`src/logic/asc_cfg.svh`:
```
// Purpose: Timing figures and widths for the static memory host controller.
// Assumes: Clock of 50 MHz, so one cycle is 20 ns.
// Notes: Least times round up to whole cycles by ceiling division.
`ifndef ASC_CFG_SVH
`define ASC_CFG_SVH
`define ASC_CLK_PERIOD_NS 20
`define ASC_ADDR_W 20
`define ASC_DATA_W 16
`define ASC_LANE_LO 0
`define ASC_LANE_HI 1
// Slow grade figures in ns; the fast grade is covered by them.
`define ASC_READ_CYCLE_NS 70
`define ASC_SELECT_ACCESS_MAX_NS 70
`define ASC_OUTEN_ACCESS_MAX_NS 35
`define ASC_DESELECT_TO_FLOAT_MAX_NS 30
`define ASC_WRITE_CYCLE_NS 70
`define ASC_ADDR_TO_END_NS 60
`define ASC_WRITE_PULSE_NS 60
`define ASC_DATA_SETUP_NS 30
`define ASC_WRITE_TO_FLOAT_NS 25
`define ASC_CEIL_CYC(ns) (((ns) + `ASC_CLK_PERIOD_NS - 1) / `ASC_CLK_PERIOD_NS)
// Read data is sampled after the select access time has passed.
`define ASC_READ_CYC `ASC_CEIL_CYC(`ASC_SELECT_ACCESS_MAX_NS)
// Cycles that read data spends in the two flip-flop synchroniser.
`define ASC_SYNC_CYC 2
// Strobe width must cover turn-off plus data setup and the write pulse.
`define ASC_WRITE_CYC `ASC_CEIL_CYC(`ASC_WRITE_TO_FLOAT_NS + `ASC_DATA_SETUP_NS + `ASC_WRITE_PULSE_NS)
// Bus turnaround idle after a read, longer than the float time.
`define ASC_TURN_CYC `ASC_CEIL_CYC(`ASC_DESELECT_TO_FLOAT_MAX_NS)
`define ASC_CNT_W 4
`endif

```
`src/logic/asc_pkg.sv`:
```
// Purpose: Types shared by the static memory host controller.
// Assumes: Constants come from asc_cfg.svh.
// Notes: Pin group travels as one packed struct.
`include "asc_cfg.svh"
package asc_pkg;
  typedef struct packed {
    logic [`ASC_ADDR_W-1:0] word_addr;
    logic chip_sel_n;
    logic chip_sel_hi;
    logic out_en_n;
    logic write_en_n;
    logic lower_lane_sel_n;
    logic upper_lane_sel_n;
  } asc_pins_t;
  typedef enum logic [4:0] {
    ASC_IDLE = 5'b0_0001,
    ASC_READ = 5'b0_0010,
    ASC_WRITE = 5'b0_0100,
    ASC_TURN = 5'b0_1000,
    ASC_HOLD = 5'b1_0000
  } asc_state_t;
endpackage

```
`src/logic/asc_sync.sv`:
```
// Purpose: Two flip-flop synchroniser for one input bit.
// Assumes: Input is asynchronous to mclk.
// Notes: The first stage is read only by the second.
`timescale 1ns/10ps
module asc_sync (
  input wire logic mclk,
  input wire logic arst_n,
  input wire logic din,
  output logic dout
);
  logic stage1;
  // Plain double register against metastability.
  always_ff @(posedge mclk or negedge arst_n) begin
    if (!arst_n) begin
      stage1 <= 1'b0;
      dout <= 1'b0;
    end else begin
      stage1 <= din;
      dout <= stage1;
    end
  end
endmodule // asc_sync

```
`src/logic/asc_timer.sv`:
```
// Purpose: Loadable down counter for phase timing.
// Assumes: Load value is at least one.
// Notes: Done is a level while the count is zero.
`timescale 1ns/10ps
module asc_timer #(
  parameter int W = 4
) (
  input wire logic mclk,
  input wire logic arst_n,
  input wire logic load,
  input wire logic [W-1:0] value,
  output logic done
);
  logic [W-1:0] count;
  // Load wins over counting so a new phase starts cleanly.
  always_ff @(posedge mclk or negedge arst_n) begin
    if (!arst_n) begin
      count <= '0;
    end else if (load) begin
      count <= value;
    end else if (count != '0) begin
      count <= count - 1'b1;
    end
  end
  assign done = (count == '0);
endmodule // asc_timer

```
`src/logic/asc_ctrl.sv`:
```
// Purpose: Host controller driving a 1M x 16 asynchronous static memory.
// Assumes: 50 MHz mclk; timings of the slower grade, which also serve the faster one.
// Notes: Data pins are input, output and enable; the bench resolves the wire.
// Contract
// - Write strobe stays high through every read access.
// - Address valid before or with chip and lane selection.
// - Write happens only with both selects, strobe and a lane active.
// - Strobe, select and lanes high while address changes.
// - Address held valid at least sixty ns before write end.
// - Chip selected at least sixty ns before write end.
// - Strobe pulse and lane selects long enough before write end.
// - Write data valid at least thirty ns before write end.
// - Write data may be released right at write end.
// - Strobe pulse exceeds turn-off plus data setup with enable low.
// - Controller never drives data while memory drives it.
// - Chip deselected before supply drop and for a read cycle after.
`timescale 1ns/10ps
module asc_ctrl
  import asc_pkg::*;
#(
  parameter int ADDR_W = `ASC_ADDR_W,
  parameter int DATA_W = `ASC_DATA_W
) (
  input wire logic mclk,
  input wire logic arst_n,
  input wire logic req_valid,
  input wire logic req_write,
  input wire logic [ADDR_W-1:0] req_addr,
  input wire logic [DATA_W-1:0] req_wdata,
  input wire logic [1:0] req_lanes,
  input wire logic retain_req,
  output logic req_ready,
  output logic rsp_valid,
  output logic [DATA_W-1:0] rsp_rdata,
  output logic retain_ack,
  output asc_pins_t pins,
  input wire logic [DATA_W-1:0] data_io_in,
  output logic [DATA_W-1:0] data_io_out,
  output logic data_io_oe
);
  // The read wait covers the access time and the synchroniser, or stale data would be captured.
  localparam logic [`ASC_CNT_W-1:0] READ_CYC = `ASC_CNT_W'(`ASC_READ_CYC + `ASC_SYNC_CYC);
  localparam logic [`ASC_CNT_W-1:0] WRITE_CYC = `ASC_CNT_W'(`ASC_WRITE_CYC);
  localparam logic [`ASC_CNT_W-1:0] TURN_CYC = `ASC_CNT_W'(`ASC_TURN_CYC);
  localparam logic [`ASC_CNT_W-1:0] RECOVER_CYC = `ASC_CNT_W'(`ASC_CEIL_CYC(`ASC_READ_CYCLE_NS));

  asc_state_t state;
  asc_state_t next_state;
  logic timer_load;
  logic [`ASC_CNT_W-1:0] timer_value;
  logic timer_done;
  logic retain_sync;
  logic lanes_any;
  logic [DATA_W-1:0] data_sync;
  logic retain_held;

  // Retention request may come from a supply monitor, so it is synchronised.
  asc_sync u_retain_sync (
    .mclk(mclk),
    .arst_n(arst_n),
    .din(retain_req),
    .dout(retain_sync)
  );

  // Read data is asynchronous to mclk; each bit passes two flip-flops.
  for (genvar i = 0; i < DATA_W; i++) begin : g_dsync
    asc_sync u_dsync (
      .mclk(mclk),
      .arst_n(arst_n),
      .din(data_io_in[i]),
      .dout(data_sync[i])
    );
  end

  asc_timer #(.W(`ASC_CNT_W)) u_timer (
    .mclk(mclk),
    .arst_n(arst_n),
    .load(timer_load),
    .value(timer_value),
    .done(timer_done)
  );

  assign lanes_any = |req_lanes;

  // Phase sequencing; a request without any lane is simply consumed.
  always_comb begin
    next_state = state;
    timer_load = 1'b0;
    timer_value = READ_CYC;
    case (state)
      ASC_IDLE: begin
        if (retain_sync) begin
          next_state = ASC_HOLD;
        end else if (req_valid && req_ready && lanes_any) begin
          timer_load = 1'b1;
          next_state = req_write ? ASC_WRITE : ASC_READ;
          timer_value = req_write ? WRITE_CYC : READ_CYC;
        end
      end
      ASC_READ: begin
        if (timer_done) begin
          // Read data is sampled after sync delay, then the bus turns around.
          timer_load = 1'b1;
          timer_value = TURN_CYC;
          next_state = ASC_TURN;
        end
      end
      ASC_WRITE: begin
        if (timer_done) begin
          timer_load = 1'b1;
          timer_value = TURN_CYC;
          next_state = ASC_TURN;
        end
      end
      ASC_TURN: begin
        if (timer_done) begin
          next_state = ASC_IDLE;
        end
      end
      ASC_HOLD: begin
        if (!retain_sync) begin
          timer_load = 1'b1;
          timer_value = RECOVER_CYC;
          next_state = ASC_TURN;
        end
      end
      default: begin
        next_state = ASC_IDLE;
      end
    endcase
  end

  always_ff @(posedge mclk or negedge arst_n) begin
    if (!arst_n) begin
      state <= ASC_IDLE;
    end else begin
      state <= next_state;
    end
  end

  // Ready is a register so the host sees it straight from a flop.
  always_ff @(posedge mclk or negedge arst_n) begin
    if (!arst_n) begin
      req_ready <= 1'b0;
    end else begin
      req_ready <= (next_state == ASC_IDLE) && !retain_sync;
    end
  end

  // Address and selects change together on entry, so address is never late.
  always_ff @(posedge mclk or negedge arst_n) begin
    if (!arst_n) begin
      pins.word_addr <= '0;
      pins.chip_sel_n <= 1'b1;
      pins.chip_sel_hi <= 1'b0;
      pins.out_en_n <= 1'b1;
      pins.lower_lane_sel_n <= 1'b1;
      pins.upper_lane_sel_n <= 1'b1;
    end else if (state == ASC_IDLE && next_state != ASC_IDLE && next_state != ASC_HOLD) begin
      pins.word_addr <= req_addr;
      pins.chip_sel_n <= 1'b0;
      pins.chip_sel_hi <= 1'b1;
      pins.out_en_n <= req_write;
      pins.lower_lane_sel_n <= !req_lanes[`ASC_LANE_LO];
      pins.upper_lane_sel_n <= !req_lanes[`ASC_LANE_HI];
    end else if (next_state != ASC_READ && next_state != ASC_WRITE) begin
      pins.chip_sel_n <= 1'b1;
      pins.chip_sel_hi <= 1'b0;
      pins.out_en_n <= 1'b1;
      pins.lower_lane_sel_n <= 1'b1;
      pins.upper_lane_sel_n <= 1'b1;
    end
  end

  // Strobe falls one cycle after select, so select leads the write.
  always_ff @(posedge mclk or negedge arst_n) begin
    if (!arst_n) begin
      pins.write_en_n <= 1'b1;
    end else begin
      pins.write_en_n <= !(state == ASC_WRITE && next_state == ASC_WRITE);
    end
  end

  // Drive data only during the write phase; the memory output is off then.
  always_ff @(posedge mclk or negedge arst_n) begin
    if (!arst_n) begin
      data_io_out <= '0;
      data_io_oe <= 1'b0;
    end else if (state == ASC_IDLE && next_state == ASC_WRITE) begin
      data_io_out <= req_wdata;
      data_io_oe <= 1'b1;
    end else if (next_state != ASC_WRITE) begin
      data_io_oe <= 1'b0;
    end
  end

  // Capture at end of read; sync adds two cycles past the access time.
  always_ff @(posedge mclk or negedge arst_n) begin
    if (!arst_n) begin
      rsp_valid <= 1'b0;
      rsp_rdata <= '0;
    end else begin
      rsp_valid <= (state == ASC_READ) && timer_done;
      if ((state == ASC_READ) && timer_done) begin
        rsp_rdata <= data_sync;
      end
    end
  end

  // Acknowledge once the chip is truly deselected for retention.
  always_ff @(posedge mclk or negedge arst_n) begin
    if (!arst_n) begin
      retain_held <= 1'b0;
      retain_ack <= 1'b0;
    end else begin
      retain_held <= (state == ASC_HOLD);
      retain_ack <= retain_held && (state == ASC_HOLD);
    end
  end
endmodule // asc_ctrl

```
`config.mk`:
```
export PLATFORM = sky130hd
export DESIGN_NAME = asc_ctrl
export DESIGN_NICKNAME = d
export VERILOG_FILES = /design/src/logic/asc_pkg.sv /design/src/logic/asc_sync.sv /design/src/logic/asc_timer.sv /design/src/logic/asc_ctrl.sv
export VERILOG_INCLUDE_DIRS = /design/src /design/src/logic
export SDC_FILE = /design/constraint.sdc
export NUM_CORES = 1
export LEC_CHECK = 0
export BUFFER_PORTS_ARGS = -buffer_cell sky130_fd_sc_hd__buf_2
export CORE_ASPECT_RATIO = 0.7
export CORE_UTILIZATION = 25
export CTS_BUF_LIST = sky130_fd_sc_hd__clkbuf_8
export CTS_CLUSTER_DIAMETER = 80
export CTS_CLUSTER_SIZE = 16
export DETAILED_ROUTE_END_ITERATION = 16
export PLACE_DENSITY = 0.45
export REMOVE_ABC_BUFFERS = 1
export SLEW_MARGIN = 20
export SYNTH_ARGS = -nofsm -noshare
export SYNTH_HDL_FRONTEND = slang
export SYNTH_SLANG_ARGS = --single-unit
```
`constraint.sdc`:
```
create_clock -name mclk -period 4.7 [get_ports mclk]
set_input_delay 0.94 -clock mclk [delete_from_list [all_inputs] [get_ports mclk]]
set_output_delay 0.94 -clock mclk [all_outputs]
set_load 0.02 [all_outputs]
```
# Word level (Yosys, flattened, before mapping)
# Cells that the tools add are included.
# totals
output_inout_bits,62
in_bits,59
ff_bits,106
word_cells,106
# op_classes
add_sub_neg,1
reduce_logical,21
eq_ne,11
mux,23
# ops
op,n
$mux 5,5
$pmux 5 s4,1
$mux 3,4
$eq 5x1->1 const B,2
$eq 5x3->1 const B,2
$logic_and 1x1->1,10
$mux 4,2
$mux 1,6
$mux 2,3
$pmux 3 s2,1
$reduce_bool 2->1,3
$eq 5x2->1 const B,1
$eq 5x4->1 const B,1
$eq 5x5->1 const B,1
$ne 5x1->1 const B,1
$ne 5x2->1 const B,1
$ne 5x3->1 const B,1
$ne 5x5->1 const B,1
$logic_not 1->1,4
$logic_not 4->1,1
$reduce_bool 4->1,1
$reduce_or 2->1,2
$sub 4x1->4 const B,1
$pmux 1 s3,1

# Depth between registers and ports, before layout
# depth
word_depth,9
ltp_mapped,8
mapped_depth_nobuf,6

# Cells and area by module
# From an unflattened synthesis, not the netlist that was laid out.
# unflattened
cells_unflattened,239
area_unflattened_um2,3858.7
# modules_own_cells
module,area_per_inst_um2,cells_each,instances,seq_area_each_um2
asc_ctrl,2773.9,183,1,1709.1
asc_sync,50.0,2,17,50.0
asc_timer,234.0,22,1,100.1

# Least setup slack after synthesis
# OpenSTA, ideal clock, no wires.
# synth_path
path_type,input to register
startpoint,input port req_lanes[1]
endpoint,register pins[10] (netlist name)
slack_ns,2.550
path_stages,4
n_path_buf,1
arrival_time_ns,2.026
setup_ns,0.125
required_time_ns,4.575
path_cell_list,o211ai_1 nor4_4 buf_2 mux2_2
# synth_via
elab_chain_len,8
word_cells_on_any_way,9
classes_between,2 x eq/ne; 3 x mux; 4 x reduce/logical
# synth_rtl
item,line,text
from (decl),asc_ctrl.sv:30,"input wire logic [1:0] req_lanes,"
$reduce_or 2->1 (*),asc_ctrl.sv:83,assign lanes_any = |req_lanes;
$logic_and 1x1->1 (*),asc_ctrl.sv:94,end else if (req_valid && req_ready && lanes_any) begin
$mux 5 (*),asc_ctrl.sv:94,
$mux 5 (*),asc_ctrl.sv:92,if (retain_sync) begin
$pmux 5 s4 (*),asc_ctrl.sv:90,case (state)
$ne 5x1->1,asc_ctrl.sv:159,end else if (state == ASC_IDLE && next_state != ASC_IDLE && next_state != ASC_HOLD) begin
$logic_and 1x1->1,asc_ctrl.sv:159,
$logic_and 1x1->1 (*),asc_ctrl.sv:159,
to (decl),asc_ctrl.sv:36,"output asc_pins_t pins,"
# Every way passes the cells marked *; elsewhere a longest branch is shown, timed or not.
# A chain may end at the register's enable or synchronous reset.

# Worst setup path after layout
# layout_path
startpoint,register state[0]
endpoint,register data_io_out[14]
# layout_via
elab_chain_len,5
word_cells_on_any_way,14
classes_between,6 x eq/ne; 6 x mux; 2 x reduce/logical
# layout_rtl
item,line,text
from (decl),asc_ctrl.sv:47,asc_state_t state;
from (signal assigned),asc_ctrl.sv:137,state <= next_state;
"$eq 5x3->1, or another cell as far along",asc_ctrl.sv:90,
$reduce_or 2->1 (no source line) / $mux 5 (equally long branches),-,
$pmux 5 s4,asc_ctrl.sv:90,
$eq 5x3->1,asc_ctrl.sv:189,end else if (state == ASC_IDLE && next_state == ASC_WRITE) begin
$logic_and 1x1->1 (*),asc_ctrl.sv:189,
to (signal assigned),asc_ctrl.sv:190,data_io_out <= req_wdata;
to (decl),asc_ctrl.sv:38,"output logic [DATA_W-1:0] data_io_out,"
# Marks and branches as above.

==> results.yml <==
run_status:
  status: "finished, final reports clean"
cts:
  ctsResizeCount: 0
  cts_setup_buffers: 0
  cts_sinks: 106
  clock_tree.root_cell: "clkbuf_8"
  htreeDepth: 3
  clk-insertion-delay-late_ps: 370
  numCtsBuffers: 9
  hold_buffers: 0
  clock_path_buffers: 2
  cts_tree: "done"
  path_clk_slew_ps: 100
sta:
  hold_violations: 0
  clock_skew_ps: 14.4
  slew_headroom_pct: 38.3
  worstMarginPinSlew_ps: 926
  min_period_ps: 2360
  setup_viol: 0
  fmax_ghz: 0.423
  tns_ps: 0
  rsz0062_at_grt: "no"
  drv_slew: 0
  post-route-period-util_pct: 50.3
layout:
  finalNetCount: 418
  layout-drive-gt1-share_pct: 54.8
  num-fill-cells: 1443
  layout_commonest_cell: "buf_2"
  post-route-util_pct: 33.4
  final_cell_mix: "buf_2, dfrtp_1, mux2_2"
  diodes: 0
  areaGrowthSynthToFinish_pct: 27.3
floorplanning:
  row_count: 36
  core-area_um2: 14200
  io_pins: 121
  die_w_um: 148
  dieArea_um2: 15400
  start_util_pct: 26.2
  chipHeight_um: 104
global_routing:
  busiest_layer: "met1"
  grt_usage_pct: 10.6
  grtUsageMet2_pct: 14.0
  grt_pass1_vias: 2331
  globalRouteMet1Util_pct: 14.4
  grt_overflow: 0
  grt_pass1_wl_um: 12400
  antenna_found_initial: 0
  grt_max_degree: 82
  grtUsageMet3_pct: 5.75
yosys:
  yosysWarnings: 0
  ys_seq_elements: 106
  avgSynthCellArea_um2: 16.0
  syn_area_um2: 3730
  ys_types: 35
  netlist_instances: 233
  yosysSeqAreaShare_pct: 71.2
detailed_routing:
  firstDrtPassIters: 4
  totalWireLength_um: 7450
  wl_per_cell_um: 13.5
  drc: 0
  route.antenna.remaining_nets: 0
  drt_first_iter_violations: 54
  viasPerCell: 4.08
  num_vias: 2254
place:
  place_hpwl_um: 5010
  portBuffers: 120
  place.gp.congestion: 0.713
worst_setup_path:
  cp.required_ps: 4950
  critPathArrivalTime_ps: 2620
  critical_path.max_fanout: 23
  crit_path_start_kind: "register"
  reg2reg_depth: 5
  cp-end-kind: "register"
  critical_path_class: "register to register"
min_path:
  holdPathStages: 0
  hp-class: "register to register"
power:
  ir_worst_vdd_v: 0.000288
  p_leak_nw: 2.43
  cellPowerDensity_nw_per_um2: 550
job:
  cap_violations: 0
==> sequential cells by signal, indices dropped and copies added (netlist names), 4 cells and up <==
| signal | count |
|---|---|
| g_dsync.u_dsync.dout | 16 |
| pins | 26 |
| data_io_out | 16 |
| g_dsync.u_dsync.stage1 | 16 |
| state | 5 |
| u_timer.count | 4 |
| rsp_rdata | 16 |
==> Yosys cell counts (all sizes together) <==
| library cell | count | area [µm²] |
|---|---|---|
| inv | 7 | 26.3 |
| o31ai | 1 | 7.51 |
| buf | 5 | 30.0 |
| nand2b | 2 | 12.5 |
| o211ai | 3 | 22.5 |
| nor3b | 2 | 15.0 |
| dfstp | 6 | 158 |
| ha | 1 | 12.5 |
| or4b | 1 | 13.8 |
| nor4 | 2 | 27.5 |
| o21a | 2 | 15.0 |
| dfrtp | 100 | 2500 |
| nand2 | 6 | 30.0 |
| a21oi | 4 | 20.0 |
| nor2b | 4 | 25.0 |
| o22a | 1 | 8.76 |
| xnor2 | 1 | 8.76 |
| nor3 | 3 | 15.0 |
| o21ai | 4 | 20.0 |
| and2 | 1 | 6.26 |
| mux2 | 52 | 616 |
| xor2 | 1 | 8.76 |
| or3b | 1 | 8.76 |
| a211o | 2 | 17.5 |
| nand3 | 3 | 15.0 |
| or3 | 3 | 18.8 |
| clkbuf | 3 | 11.3 |
| a2bb2oi | 3 | 26.3 |
| o22ai | 1 | 6.26 |
| nor2 | 8 | 30.0 |
==> critical path: stages, from the launching register on <==
cell and delay (ps):
dfstp_2 590, or4b_4 510, nor4_4 210, buf_4 350
nand2_4 240, mux2_4 350
==> stage by stage <==
stage          hold WS [ps]  instances  area, µm²  setup WS [ps]  power, mW
4_1_cts                 358        553       4750           2300       2.66
2_1_floorplan           331        225       3690           1960       1.77
5_1_grt                 364        553       4760           2090       2.78
6_report                354        553       4760           2340       2.61
3_3_place_gp            333        537       4550           2130       2.05
3_5_place_dp            336        537       4550           2070       2.06
==> layout make-up <==
class                   count  area, µm²  area share [%]
well taps                 190        238            5.00
flip-flops and latches    106       2660            55.9
repair buffers            122        622            13.1
multi-input cells         112       1010            21.2
inverters                   7       26.3           0.552
clock inverters             6       65.1            1.37
clock buffers              10        138            2.89
==> report_power, final <==
| part | internal [mW] | switching (mW) |
|---|---|---|
| Combinational | 0.348 | 0.436 |
| Sequential | 1.13 | 0.123 |
| Clock | 0.263 | 0.319 |
==> worst paths after layout <==
check	start	slack, ps	end
max	state[0]$_DFF_PN1_	2340	data_io_out[14]$_DFFE_PN0P_
min in group asynchronous	arst_n	610	rsp_valid$_DFF_PN0_
min	g_dsync[3].u_dsync.stage1$_DFF_PN0_	350	g_dsync[3].u_dsync.dout$_DFF_PN0_
max reg2reg	state[0]$_DFF_PN1_	2340	data_io_out[14]$_DFFE_PN0P_
min reg2reg	g_dsync[3].u_dsync.stage1$_DFF_PN0_	350	g_dsync[3].u_dsync.dout$_DFF_PN0_
max in group asynchronous	arst_n	3290	data_io_out[6]$_DFFE_PN0P_
==> cells by family after synthesis <==
logic type / share of synthesized area [%]
flops: 71.2
mux: 16.5
simple gates: 5.83
compound gates: 3.85
buf+inv: 1.81
xor+xnor: 0.469
fa+ha+maj: 0.335
==> layer usage <==
layer	wire, µm	vias up	share of wire, %
li1	-	1050	-
met1	3700	1100	50
met2	2920	97	39
met3	747	7	10
met4	82	0	1.1
met5	0	-	0
Note: power is estimated with default switching activity, not from simulation.
